===== src/core/tvm_cfg.svh =====
// Purpose: Constants for the temperature and supply monitor register bank
// Assumes: Included by the package and by every design file that decodes registers
// Notes: Offsets are register indices on the plain 8-bit register port
`ifndef TVM_CFG_SVH
`define TVM_CFG_SVH

`define TVM_ADDR_W 8
`define TVM_DATA_W 8

`define TVM_OFS_TEMP 8'h00
`define TVM_OFS_LV 8'h01

`define TVM_BIT_ROUTE_SEL 5
`define TVM_BIT_SENSOR_EN 3
`define TVM_BIT_STATUS 2
`define TVM_BIT_IRQ_EN 1
`define TVM_BIT_FLAG 0

`define TVM_TEMP_RST 8'h00
`define TVM_LV_RST 8'h00
`define TVM_RDATA_RST 8'h00

`define TVM_SETTLE_CYCLES 3'h4
`define TVM_SETTLE_W 3

`endif


===== src/core/tvm_pkg.sv =====
// Purpose: Types shared by the monitor register bank
// Assumes: Constants come from tvm_cfg.svh
// Notes: Bus request travels as one packed struct
`include "tvm_cfg.svh"

package tvm_pkg;

    typedef struct packed
    {
        logic [`TVM_ADDR_W-1:0] addr;
        logic [`TVM_DATA_W-1:0] wdata;
        logic wr;
        logic rd;
    } tvm_bus_req_t;

    typedef enum {TVM_ST_SETTLE, TVM_ST_RUN} tvm_state_t;

endpackage : tvm_pkg


===== src/core/tvm_sync.sv =====
// Purpose: Three-stage synchroniser for one comparator level
// Assumes: Input is asynchronous to clk
// Notes: Output follows only when stages two and three agree
`timescale 1ns/100ps

module tvm_sync
(
    // Clock and reset
    input wire logic clk,
    input wire logic rst,
    // Level in and out
    input wire logic levelAsync,
    output logic levelSync
);

    logic stage1;
    logic stage2;
    logic stage3;

    // Stage one is read by stage two only, to keep metastability contained
    always_ff @(posedge clk or posedge rst)
    begin
        if (rst)
        begin
            stage1 <= 1'b0;
            stage2 <= 1'b0;
            stage3 <= 1'b0;
        end
        else
        begin
            stage1 <= levelAsync;
            stage2 <= stage1;
            stage3 <= stage2;
        end
    end

    always_ff @(posedge clk or posedge rst)
    begin
        if (rst)
            levelSync <= 1'b0;
        else if (stage2 == stage3)
            levelSync <= stage3;
    end

endmodule : tvm_sync


===== src/core/tvm_flag.sv =====
// Purpose: Sticky change flag with write-one-to-clear and gated request
// Assumes: All inputs are on clk
// Notes: Set wins over a clear in the same cycle; load wins over both
`timescale 1ns/100ps

module tvm_flag
(
    // Clock and reset
    input wire logic clk,
    input wire logic rst,
    // Control
    input wire logic setPulse,
    input wire logic clearPulse,
    input wire logic loadPulse,
    input wire logic loadValue,
    input wire logic irqEnable,
    // State out
    output logic flag,
    output logic irq
);

    logic next_flag;

    always_comb
    begin
        next_flag = flag;
        if (loadPulse)
            next_flag = loadValue;
        else if (setPulse)
            next_flag = 1'b1;
        else if (clearPulse)
            next_flag = 1'b0;
    end

    always_ff @(posedge clk or posedge rst)
    begin
        if (rst)
            flag <= 1'b0;
        else
            flag <= next_flag;
    end

    // Registered so the request pin is glitch free; it trails the flag by one cycle
    always_ff @(posedge clk or posedge rst)
    begin
        if (rst)
            irq <= 1'b0;
        else
            irq <= flag & irqEnable;
    end

endmodule : tvm_flag


===== src/core/tvm_regs.sv =====
// Purpose: Temperature sense and low-supply control/status register bank
// Assumes: 50 MHz clk, asynchronous active-high rst, comparators outside this block
// Notes: Status bits need a short settle after reset before they are trusted
//
// Summary of operation
// - Route-select bit 5 steers converter channel source
// - Sensor enable output follows bit 3
// - Over-temp status bit 2 read-only, mode-qualified
// - Temp change flag sets on status change, W1C
// - Temp request when flag and enable set
// - Temperature register readable, writable bits anytime
// - Low-supply status bit 2 read-only, mode-qualified
// - Low-supply flag sets on status change, W1C
// - Low-supply request when flag and enable set
// - Low-voltage register readable, writable bits anytime
// - Low-supply status and flag reset from level
`timescale 1ns/100ps
`include "tvm_cfg.svh"

module tvm_regs
    import tvm_pkg::*;
(
    // Clock and reset
    input wire logic clk,
    input wire logic rst,
    // Register port
    input wire tvm_bus_req_t busReq,
    output logic [`TVM_DATA_W-1:0] rdata,
    // Comparators and power mode
    input wire logic overTempRaw,
    input wire logic lowSupplyRaw,
    input wire logic fullPerfMode,
    // Analog control
    output logic voltageRouteSelect,
    output logic tempSensorEnable,
    // Requests
    output logic tempIrq,
    output logic lowSupplyIrq
);

    function automatic logic addrHit(input logic [`TVM_ADDR_W-1:0] addr, input logic [`TVM_ADDR_W-1:0] ofs);
        addrHit = (addr == ofs);
    endfunction : addrHit

    logic wrTemp;
    logic wrLv;
    logic tempIrqEnable;
    logic lowSupplyIrqEnable;
    logic hotSync;
    logic lowSync;
    logic hotNow;
    logic lowNow;
    logic overTempStatus;
    logic lowSupplyStatus;
    logic tempChange;
    logic lowChange;
    logic lvLoad;
    logic tempFlag;
    logic lowFlag;
    logic [`TVM_SETTLE_W-1:0] settleCount;
    tvm_state_t state;
    tvm_state_t next_state;
    logic [`TVM_DATA_W-1:0] tempView;
    logic [`TVM_DATA_W-1:0] lvView;
    logic rdTemp;
    logic rdLv;
    logic clrTemp;
    logic clrLv;
    logic next_voltageRouteSelect;
    logic next_tempSensorEnable;
    logic next_tempIrqEnable;
    logic next_lowSupplyIrqEnable;
    logic next_overTempStatus;
    logic next_lowSupplyStatus;
    logic [`TVM_SETTLE_W-1:0] next_settleCount;
    logic [`TVM_DATA_W-1:0] next_rdata;

    // Reset images, so that each reset bit is picked by its field position
    localparam logic [`TVM_DATA_W-1:0] TEMP_RST = `TVM_TEMP_RST;
    localparam logic [`TVM_DATA_W-1:0] LV_RST = `TVM_LV_RST;

    assign wrTemp = busReq.wr & addrHit(busReq.addr, `TVM_OFS_TEMP);
    assign wrLv = busReq.wr & addrHit(busReq.addr, `TVM_OFS_LV);
    assign rdTemp = busReq.rd & addrHit(busReq.addr, `TVM_OFS_TEMP);
    assign rdLv = busReq.rd & addrHit(busReq.addr, `TVM_OFS_LV);

    // Write-one-to-clear strobes; a zero in the flag position does nothing
    assign clrTemp = wrTemp & busReq.wdata[`TVM_BIT_FLAG];
    assign clrLv = wrLv & busReq.wdata[`TVM_BIT_FLAG];

    // Writable control bits; status bits are never loaded from the bus
    always_comb
    begin
        next_voltageRouteSelect = voltageRouteSelect;
        if (wrTemp)
            next_voltageRouteSelect = busReq.wdata[`TVM_BIT_ROUTE_SEL];
    end

    always_ff @(posedge clk or posedge rst)
    begin
        if (rst)
            voltageRouteSelect <= TEMP_RST[`TVM_BIT_ROUTE_SEL];
        else
            voltageRouteSelect <= next_voltageRouteSelect;
    end

    // No interlock with the route bit: raising the enable first is left to software
    always_comb
    begin
        next_tempSensorEnable = tempSensorEnable;
        if (wrTemp)
            next_tempSensorEnable = busReq.wdata[`TVM_BIT_SENSOR_EN];
    end

    always_ff @(posedge clk or posedge rst)
    begin
        if (rst)
            tempSensorEnable <= TEMP_RST[`TVM_BIT_SENSOR_EN];
        else
            tempSensorEnable <= next_tempSensorEnable;
    end

    always_comb
    begin
        next_tempIrqEnable = tempIrqEnable;
        if (wrTemp)
            next_tempIrqEnable = busReq.wdata[`TVM_BIT_IRQ_EN];
    end

    always_ff @(posedge clk or posedge rst)
    begin
        if (rst)
            tempIrqEnable <= TEMP_RST[`TVM_BIT_IRQ_EN];
        else
            tempIrqEnable <= next_tempIrqEnable;
    end

    always_comb
    begin
        next_lowSupplyIrqEnable = lowSupplyIrqEnable;
        if (wrLv)
            next_lowSupplyIrqEnable = busReq.wdata[`TVM_BIT_IRQ_EN];
    end

    always_ff @(posedge clk or posedge rst)
    begin
        if (rst)
            lowSupplyIrqEnable <= LV_RST[`TVM_BIT_IRQ_EN];
        else
            lowSupplyIrqEnable <= next_lowSupplyIrqEnable;
    end

    // Comparator levels cross into clk here
    tvm_sync hotSyncInst
    (
        .clk(clk),
        .rst(rst),
        .levelAsync(overTempRaw),
        .levelSync(hotSync)
    );

    tvm_sync lowSyncInst
    (
        .clk(clk),
        .rst(rst),
        .levelAsync(lowSupplyRaw),
        .levelSync(lowSync)
    );

    // Reduced performance mode forces both status bits low
    assign hotNow = hotSync & fullPerfMode;
    assign lowNow = lowSync & fullPerfMode;

    // Settle window lets the synchronisers fill before status is believed
    always_comb
    begin
        next_state = state;
        case (state)
            TVM_ST_SETTLE:
            begin
                if (settleCount == `TVM_SETTLE_CYCLES)
                    next_state = TVM_ST_RUN;
            end
            TVM_ST_RUN:
            begin
                next_state = TVM_ST_RUN;
            end
            default:
            begin
                next_state = TVM_ST_SETTLE;
            end
        endcase
    end

    always_ff @(posedge clk or posedge rst)
    begin
        if (rst)
            state <= TVM_ST_SETTLE;
        else
            state <= next_state;
    end

    // Counter holds once running; it is only needed once after each reset
    always_comb
    begin
        next_settleCount = settleCount;
        if (state == TVM_ST_SETTLE)
            next_settleCount = settleCount + `TVM_SETTLE_W'(1);
    end

    always_ff @(posedge clk or posedge rst)
    begin
        if (rst)
            settleCount <= '0;
        else
            settleCount <= next_settleCount;
    end

    // Low-supply status and flag are taken from the qualified level at the end of settle
    assign lvLoad = (state == TVM_ST_SETTLE) && (next_state == TVM_ST_RUN);

    assign tempChange = (state == TVM_ST_RUN) && (hotNow != overTempStatus);
    assign lowChange = (state == TVM_ST_RUN) && (lowNow != lowSupplyStatus);

    // Status follows the qualified level only on a detected change
    always_comb
    begin
        next_overTempStatus = overTempStatus;
        if (tempChange)
            next_overTempStatus = hotNow;
    end

    always_ff @(posedge clk or posedge rst)
    begin
        if (rst)
            overTempStatus <= TEMP_RST[`TVM_BIT_STATUS];
        else
            overTempStatus <= next_overTempStatus;
    end

    // Load and change cannot meet, since change detection waits for the run state
    always_comb
    begin
        next_lowSupplyStatus = lowSupplyStatus;
        if (lvLoad)
            next_lowSupplyStatus = lowNow;
        else if (lowChange)
            next_lowSupplyStatus = lowNow;
    end

    always_ff @(posedge clk or posedge rst)
    begin
        if (rst)
            lowSupplyStatus <= LV_RST[`TVM_BIT_STATUS];
        else
            lowSupplyStatus <= next_lowSupplyStatus;
    end

    tvm_flag tempFlagInst
    (
        .clk(clk),
        .rst(rst),
        .setPulse(tempChange),
        .clearPulse(clrTemp),
        .loadPulse(1'b0),
        .loadValue(1'b0),
        .irqEnable(tempIrqEnable),
        .flag(tempFlag),
        .irq(tempIrq)
    );

    tvm_flag lowFlagInst
    (
        .clk(clk),
        .rst(rst),
        .setPulse(lowChange),
        .clearPulse(clrLv),
        .loadPulse(lvLoad),
        .loadValue(lowNow),
        .irqEnable(lowSupplyIrqEnable),
        .flag(lowFlag),
        .irq(lowSupplyIrq)
    );

    always_comb
    begin
        tempView = '0;
        tempView[`TVM_BIT_ROUTE_SEL] = voltageRouteSelect;
        tempView[`TVM_BIT_SENSOR_EN] = tempSensorEnable;
        tempView[`TVM_BIT_STATUS] = overTempStatus;
        tempView[`TVM_BIT_IRQ_EN] = tempIrqEnable;
        tempView[`TVM_BIT_FLAG] = tempFlag;
    end

    always_comb
    begin
        lvView = '0;
        lvView[`TVM_BIT_STATUS] = lowSupplyStatus;
        lvView[`TVM_BIT_IRQ_EN] = lowSupplyIrqEnable;
        lvView[`TVM_BIT_FLAG] = lowFlag;
    end

    // Read data stand one cycle only; unmapped reads return zero
    always_comb
    begin
        next_rdata = `TVM_RDATA_RST;
        if (rdTemp)
            next_rdata = tempView;
        else if (rdLv)
            next_rdata = lvView;
    end

    // Registered so the read port never shows a half-decoded value
    always_ff @(posedge clk or posedge rst)
    begin
        if (rst)
            rdata <= `TVM_RDATA_RST;
        else
            rdata <= next_rdata;
    end

endmodule : tvm_regs


===== config.mk =====
export PLATFORM = sky130hd
export DESIGN_NAME = tvm_regs
export DESIGN_NICKNAME = d
export VERILOG_FILES = /design/src/core/tvm_pkg.sv /design/src/core/tvm_sync.sv /design/src/core/tvm_flag.sv /design/src/core/tvm_regs.sv
export VERILOG_INCLUDE_DIRS = /design/src /design/src/core
export SDC_FILE = /design/constraint.sdc
export NUM_CORES = 1
export LEC_CHECK = 0
export BUFFER_PORTS_ARGS = -buffer_cell sky130_fd_sc_hd__buf_4
export CAP_MARGIN = 5
export CORE_MARGIN = 3
export CORE_UTILIZATION = 44
export CTS_CLUSTER_DIAMETER = 80
export DETAILED_ROUTE_END_ITERATION = 12
export GPL_TIMING_DRIVEN = 0
export PLACE_DENSITY_LB_ADDON = 0.05
export SLEW_MARGIN = 20
export SYNTH_ARGS = -nofsm -noshare
export SYNTH_HDL_FRONTEND = slang
export SYNTH_SLANG_ARGS = --single-unit
export TNS_END_PERCENT = 100

===== constraint.sdc =====
create_clock -name clk -period 2.1 [get_ports clk]
set_input_delay 0.21 -clock clk [delete_from_list [all_inputs] [get_ports clk]]
set_output_delay 0.21 -clock clk [all_outputs]
set_load 0.05 [all_outputs]

* Yosys cells after proc, flatten, opt, wreduce, memory -nomap -nowiden
Index checks and enable logic that the tools add are counted.
Word-level totals: flip-flop bits (word level) 61, input port bits 23, output and inout port bits 12, word-level logic and storage cells 61
Cells by class: add/subtract/negate cells 1, eq/ne operators 9, muxes and demuxes 11, bitwise gates (word level) 10, reduce and logical (&&, ||, !) cells 9
Operators by type and width (number):
- equality test 32 x 2 -> 1 bit, second input constant | 2
- zero test 32 bit | 2
- case mux 32 bit (2 select lines) | 1
- equality test 32 x 1 -> 1 bit, second input constant | 1
- 2-to-1 mux 32 bit | 1
- AND 1 bit | 10
- equality test 8 x 1 -> 1 bit, second input constant | 1
- zero test 8 bit | 1
- 2-to-1 mux 1 bit | 7
- 2-to-1 mux 6 bit | 1
- nonzero test 2 bit | 2
- adder 3 x 1 -> 3 bit, second input constant | 1
- equality test 3 bit, second input constant | 1
- logical AND 1 bit | 3
- 2-to-1 mux 3 bit | 1
- nonzero test 3 bit | 1
- equality test 1 bit | 2
- != test 1 bit | 2

* Longest topological paths before layout
depth in word-level cells 6, mapped depth 5

* Cells and area by module
From an unflattened synthesis, not the netlist that was laid out.
Second synthesis, totals: cell total of the unflattened synthesis 133, area total of the unflattened synthesis 1995.7 sq um
By module, submodules not included:
- tvm_regs | times used 1, cells each 105, area each 1602.8 sq um
- tvm_sync | times used 2, cells each 6, area each 115.1 sq um
- tvm_flag | times used 2, cells each 8, area each 81.3 sq um

* Least setup slack after synthesis
Ideal clock, no wire load.
path kind reg2reg, start register state[15], end register settleCount[1], arrival 1.483 ns, required time 1.975 ns, setup slack 0.492 ns, cell stages (with the launch flop) 5, period minus slack after synthesis 1.608 ns, cell sequence dfrtp_1 > nor4_1 > nand4_1 > nor3_1 > mux2_2
On the way: cells in the longest elaborated chain, start to end 1
RTL lines:
- start: declaration | line tvm_regs.sv:61 | tvm_state_t state;
- start signal: assignment | line tvm_regs.sv:200 | state <= next_state;
- zero test 32 bit | line tvm_regs.sv:207 | if (state == TVM_ST_SETTLE)
- end signal: assignment | line tvm_regs.sv:216 | settleCount <= next_settleCount;
- end: declaration | line tvm_regs.sv:60 | logic [`TVM_SETTLE_W-1:0] settleCount;
Every way passes these cells. A chain may end at the register's enable or synchronous reset.

* Worst setup path in the final report
start register state[15], end register lowSupplyStatus
On the way: cells in the longest elaborated chain, start to end 5, elaborated cells between the ends (all ways) 11
RTL lines:
- equality test 32 x 1 -> 1 bit / zero test 32 bit (equally long branches) | line tvm_regs.sv:178 | case (state)
- case mux 32 bit (2 select lines) (*) | line tvm_regs.sv:178
- net next_state[0] | line tvm_regs.sv:62 | tvm_state_t next_state;
- equality test 32 x 2 -> 1 bit (*) | line tvm_regs.sv:220 | assign lvLoad = (state == TVM_ST_SETTLE) && (next_state == TVM_ST_RUN);
- logical AND 1 bit (*) | line tvm_regs.sv:220
- 2-to-1 mux 1 bit / nonzero test 2 bit (equally long branches)
- end signal: assignment | line tvm_regs.sv:254 | lowSupplyStatus <= LV_RST[`TVM_BIT_STATUS];
- end signal: assignment | line tvm_regs.sv:256 | lowSupplyStatus <= next_lowSupplyStatus;
- end: declaration | line tvm_regs.sv:54 | logic lowSupplyStatus;
Mark *: on every way through the listed nets, which the timed path passes. The rest lies on a longest branch.

==> results.md <==
Placed design:
- Prior to clock tree synthesis, the placed netlist has a worst setup slack of 0.1950 ns.
- The final estimated routing congestion in global placement is 0.6964.
- The count of buffers inserted at the top-level ports is 26.
- The number of placed instances, taps included is 238.
- The estimated wirelength of the detail-placed design is 2.240 mm.

Worst setup path:
- The data arrival at the endpoint of the critical path is 2.07 ns.
- STA classifies the critical path endpoint as a flop.
- STA classifies the critical path startpoint as a flop.
- The largest driver fanout on the critical path is 6.
- The required time of the critical path is 2.31 ns.
- The critical path class is reg -> reg.

Global route:
- Summed over all layers, the global routing overflow is 0.
- The maximum number of pins on one net before global-route repair is 31.
- The via count of the first global-routing pass is 1,226.
- The first global-routing pass estimated 5.382 mm of wire.
- In the global route stage, overall resource usage came out at 14.11%.
- The number of antenna violations at the first check in global routing was 0.

Drt:
- For this run, design rule violations remaining after detail routing come to 0.
- The total wirelength of the detailed-routed design is 3.068 mm.
- The first TritonRoute pass finished after 4 iterations.
- The detail-routed via count per cell is 4.498.
- Summing over every cut layer, the via total after detailed routing is 1,156.
- In the final routed layout, each cell accounts on average for 11.94 µm.
- The number of nets with antenna violations after routing is 0.
- The first routing iteration left 49 violations.

Timing:
- The worst-case headroom to the max-slew limit is 60.11%.
- The transition time at the pin with the least slew margin is 0.5975 ns.
- For the final database, setup skew stands at 0.009885 ns.
- Setup violations remaining at the end of the flow were counted as 0.
- The worst slack on hold paths is 0.1140 ns.
- The final cycle utilization of the critical path is 88.69%.
- The final count of hold timing violations was 0.
- Static timing analysis puts the maximum clock frequency at 0.5369 GHz.
- Setup repair after global routing left no endpoint under its margin.
- The post-route worst setup slack is 0.2375 ns.
- The final-layout setup total negative slack is 0 ns.
- The count of pins over their slew limit is 0.
- Subtracting the final worst setup slack from the clock period gives 1.863 ns.

Clocking:
- Clock latency on the worst-skew pair, taken at its later pin, is 0.33 ns.
- TritonCTS built the clock tree.
- The maximum root-to-sink buffer count is 2.
- The maximum level of the CTS H-tree is 3.
- Clock-pin slew was measured on the worst setup and hold paths at 0.06 ns.
- The clock sink count is 58.
- Counting the buffers created by CTS gives 9.
- The setup fix buffers added after clock tree synthesis is 0.
- The cell at the root of the clock tree is sky130_fd_sc_hd__clkbuf_8.

Synthesis:
- After synthesis, the mean cell area works out to 15.34 µm².
- The fraction of synthesis flops using an asynchronous set or reset pin is 100.0%.
- sky130_fd_sc_hd__dfrtp_1 is the most common cell in the netlist.
- After technology mapping, the gate count stands at 128.
- After synthesis, flip-flops and latches occupy 73.93% of the total area.
- By area the synthesized netlist is led by sky130_fd_sc_hd__dfrtp_1 (74%), sky130_fd_sc_hd__mux2_2 (3.4%), sky130_fd_sc_hd__nor4_1 (2.9%).
- The synthesis warning total is 0.
- Ranked by instance count, the synthesized netlist is headed by sky130_fd_sc_hd__dfrtp_1 (58), sky130_fd_sc_hd__nor4_1 (9), sky130_fd_sc_hd__inv_1 (6), sky130_fd_sc_hd__mux2_2 (6), sky130_fd_sc_hd__nor2_1 (5).
- The total of flip-flops plus latches after synthesis is 58.
- The largest area contributor in the netlist is sky130_fd_sc_hd__dfrtp_1.
- Summing every instance area after synthesis gives 0.001963 mm².
- The top cell type by area accounts for 73.93% of the synthesized area.
- The number of distinct standard cells referenced by the synthesized netlist is 30.
- The predominant post-synthesis flop cell is sky130_fd_sc_hd__dfrtp_1.
- The number of enable flip-flop cells after synthesis is 0.

Floorplanning:
- The area of the die is 0.005299 mm².
- The effective utilization at floorplan is 47.37%.
- The horizontal die dimension is 72.80 µm.
- After floorplanning, the core was sized to cover 0.004144 mm².
- The overall die height is 72.80 µm.
- The cell row count is 23.
- The number of primary I/O pins is 35.

Power:
- The power per unit of standard cell area is 896.7 mW/mm².
- For this design the static power due to leakage is 1.259 nW.
- VDD sags by at most 0.4979 mV.

Worst hold path:
- The min-delay analysis places its worst path in the category in -> reg.

Status:
- The flow ran to the end, and the final reports show no timing, DRC or antenna violations.

Cells and area:
- The area growth from synthesis to layout is 33.14%.
- The finished layout holds 257 standard cells, fillers aside.
- The final design utilization is 63.07%.
- The number of antenna diodes in the final layout is 0.
- The count of nets after finishing is 227.
- The post-route netlist has 28.02% of its cells at a drive strength greater than 1.

Job:
- The number of maximum-capacitance constraint violations is 0.
==> placed cells by master (no fill, tap or decap), types with 4 or more instances in the layout <==
cell type	synthesis	layout
sky130_fd_sc_hd__buf_4	3	29
sky130_fd_sc_hd__clkbuf_8	1	13
sky130_fd_sc_hd__conb_1	1	34
sky130_fd_sc_hd__dfrtp_1	58	58
sky130_fd_sc_hd__inv_1	6	5
sky130_fd_sc_hd__mux2_2	6	6
sky130_fd_sc_hd__mux2i_1	4	4
sky130_fd_sc_hd__nor2_1	5	5
sky130_fd_sc_hd__nor4_1	9	9
==> where the power goes <==
part / switching, mW / internal [mW] / leakage (nW) / total [mW]
Clock: 0.407 / 0.642 / 0.112 / 1.05
Sequential: 0.0150 / 1.16 / 0.714 / 1.18
Combinational: 0.0679 / 0.0505 / 0.433 / 0.118
==> final timing paths <==
kind | start | to | slack (ns) | depth (start not counted)
max | state[15]$_DFF_PP0_ | lowSupplyStatus$_DFFE_PP0P_ | 0.24 | 4
max reg2reg | state[15]$_DFF_PP0_ | lowSupplyStatus$_DFFE_PP0P_ | 0.24 | 4
min | busReq[10] | rdata[3]$_DFF_PP0_ | 0.11 | 2
max in group asynchronous | rst | hotSyncInst.levelSync$_DFFE_PP0N_ | 1.03 | 4
min in group asynchronous | rst | state[2]$_DFF_PP0_ | 0.51 | 3
min reg2reg | lowSyncInst.stage1$_DFF_PP0_ | lowSyncInst.stage2$_DFF_PP0_ | 0.35 | 0
==> through the flow <==
stage / instance area (µm²) / total power [mW]
2_1_floorplan: 2087 / 1.263
3_3_place_gp: 2345 / 1.302
3_5_place_dp: 2365 / 1.313
4_1_cts: 2609 / 2.381
5_1_grt: 2614 / 2.452
6_report: 2614 / 2.344
==> per-layer routing <==
layer / global-route usage [%] / up-vias / wire, µm
met5: 0 / - / 0
met1: 14.59 / 559 / 1171
met2: 23.45 / 31 / 1613
met4: 7.992 / 0 / 58
li1: - / 558 / -
met3: 6.612 / 8 / 225
==> timing repair <==
item / in CTS / in global routing
gates resized for setup: 0 / 1
endpoints found under the hold margin: 30 / 0
endpoints found under the setup margin: 0 / 1
hold buffers: 3 / 0
==> flip-flops by register name (all words and copies together), names as in the netlist <==
name	flops
rdata	5
lowSyncInst.stage3	1
hotSyncInst.stage3	1
settleCount	3
state	32
tempFlagInst.flag	1
lowFlagInst.flag	1
hotSyncInst.stage1	1
lowSyncInst.stage2	1
tempFlagInst.irq	1
hotSyncInst.stage2	1
lowSyncInst.levelSync	1
lowSupplyIrqEnable	1
tempIrqEnable	1
lowSupplyStatus	1
tempSensorEnable	1
lowFlagInst.irq	1
hotSyncInst.levelSync	1
overTempStatus	1
voltageRouteSelect	1
lowSyncInst.stage1	1
==> layout make-up <==
| cell class | count | area [µm²] |
|---|---|---|
| Fill cell | 325 | 1530 |
| Sequential cell | 58 | 1451 |
| Multi-Input combinational cell | 93 | 581.8 |
| Timing Repair Buffer | 30 | 245.2 |
| Clock buffer | 12 | 165.2 |
| Tap cell | 50 | 62.56 |
| Clock inverter | 4 | 48.80 |
| Buffer | 4 | 36.28 |
| Inverter | 6 | 22.52 |
==> worst max-delay path, cell delays in order, from the launching register on <==
cell and delay [ns]:
sky130_fd_sc_hd__dfrtp_1 0.36, sky130_fd_sc_hd__nor4_1 0.33, sky130_fd_sc_hd__nand4_1 0.32, sky130_fd_sc_hd__nor3_1 0.36
sky130_fd_sc_hd__mux2_2 0.37
==> cells by family (layout without fill, tap and decap cells) <==
family / count (synthesis) / count (layout) / synth area share (%)
compound gates: 6 / 6 / 2.167
xor+xnor: 3 / 3 / 1.339
fa+ha+maj: 4 / 4 / 2.294
buf+inv: 10 / 56 / 2.995
flops: 58 / 58 / 73.93
mux: 10 / 10 / 5.481
other cells: 1 / 34 / 0.1910
simple gates: 36 / 36 / 11.60
(Power assumes the default switching activity.)
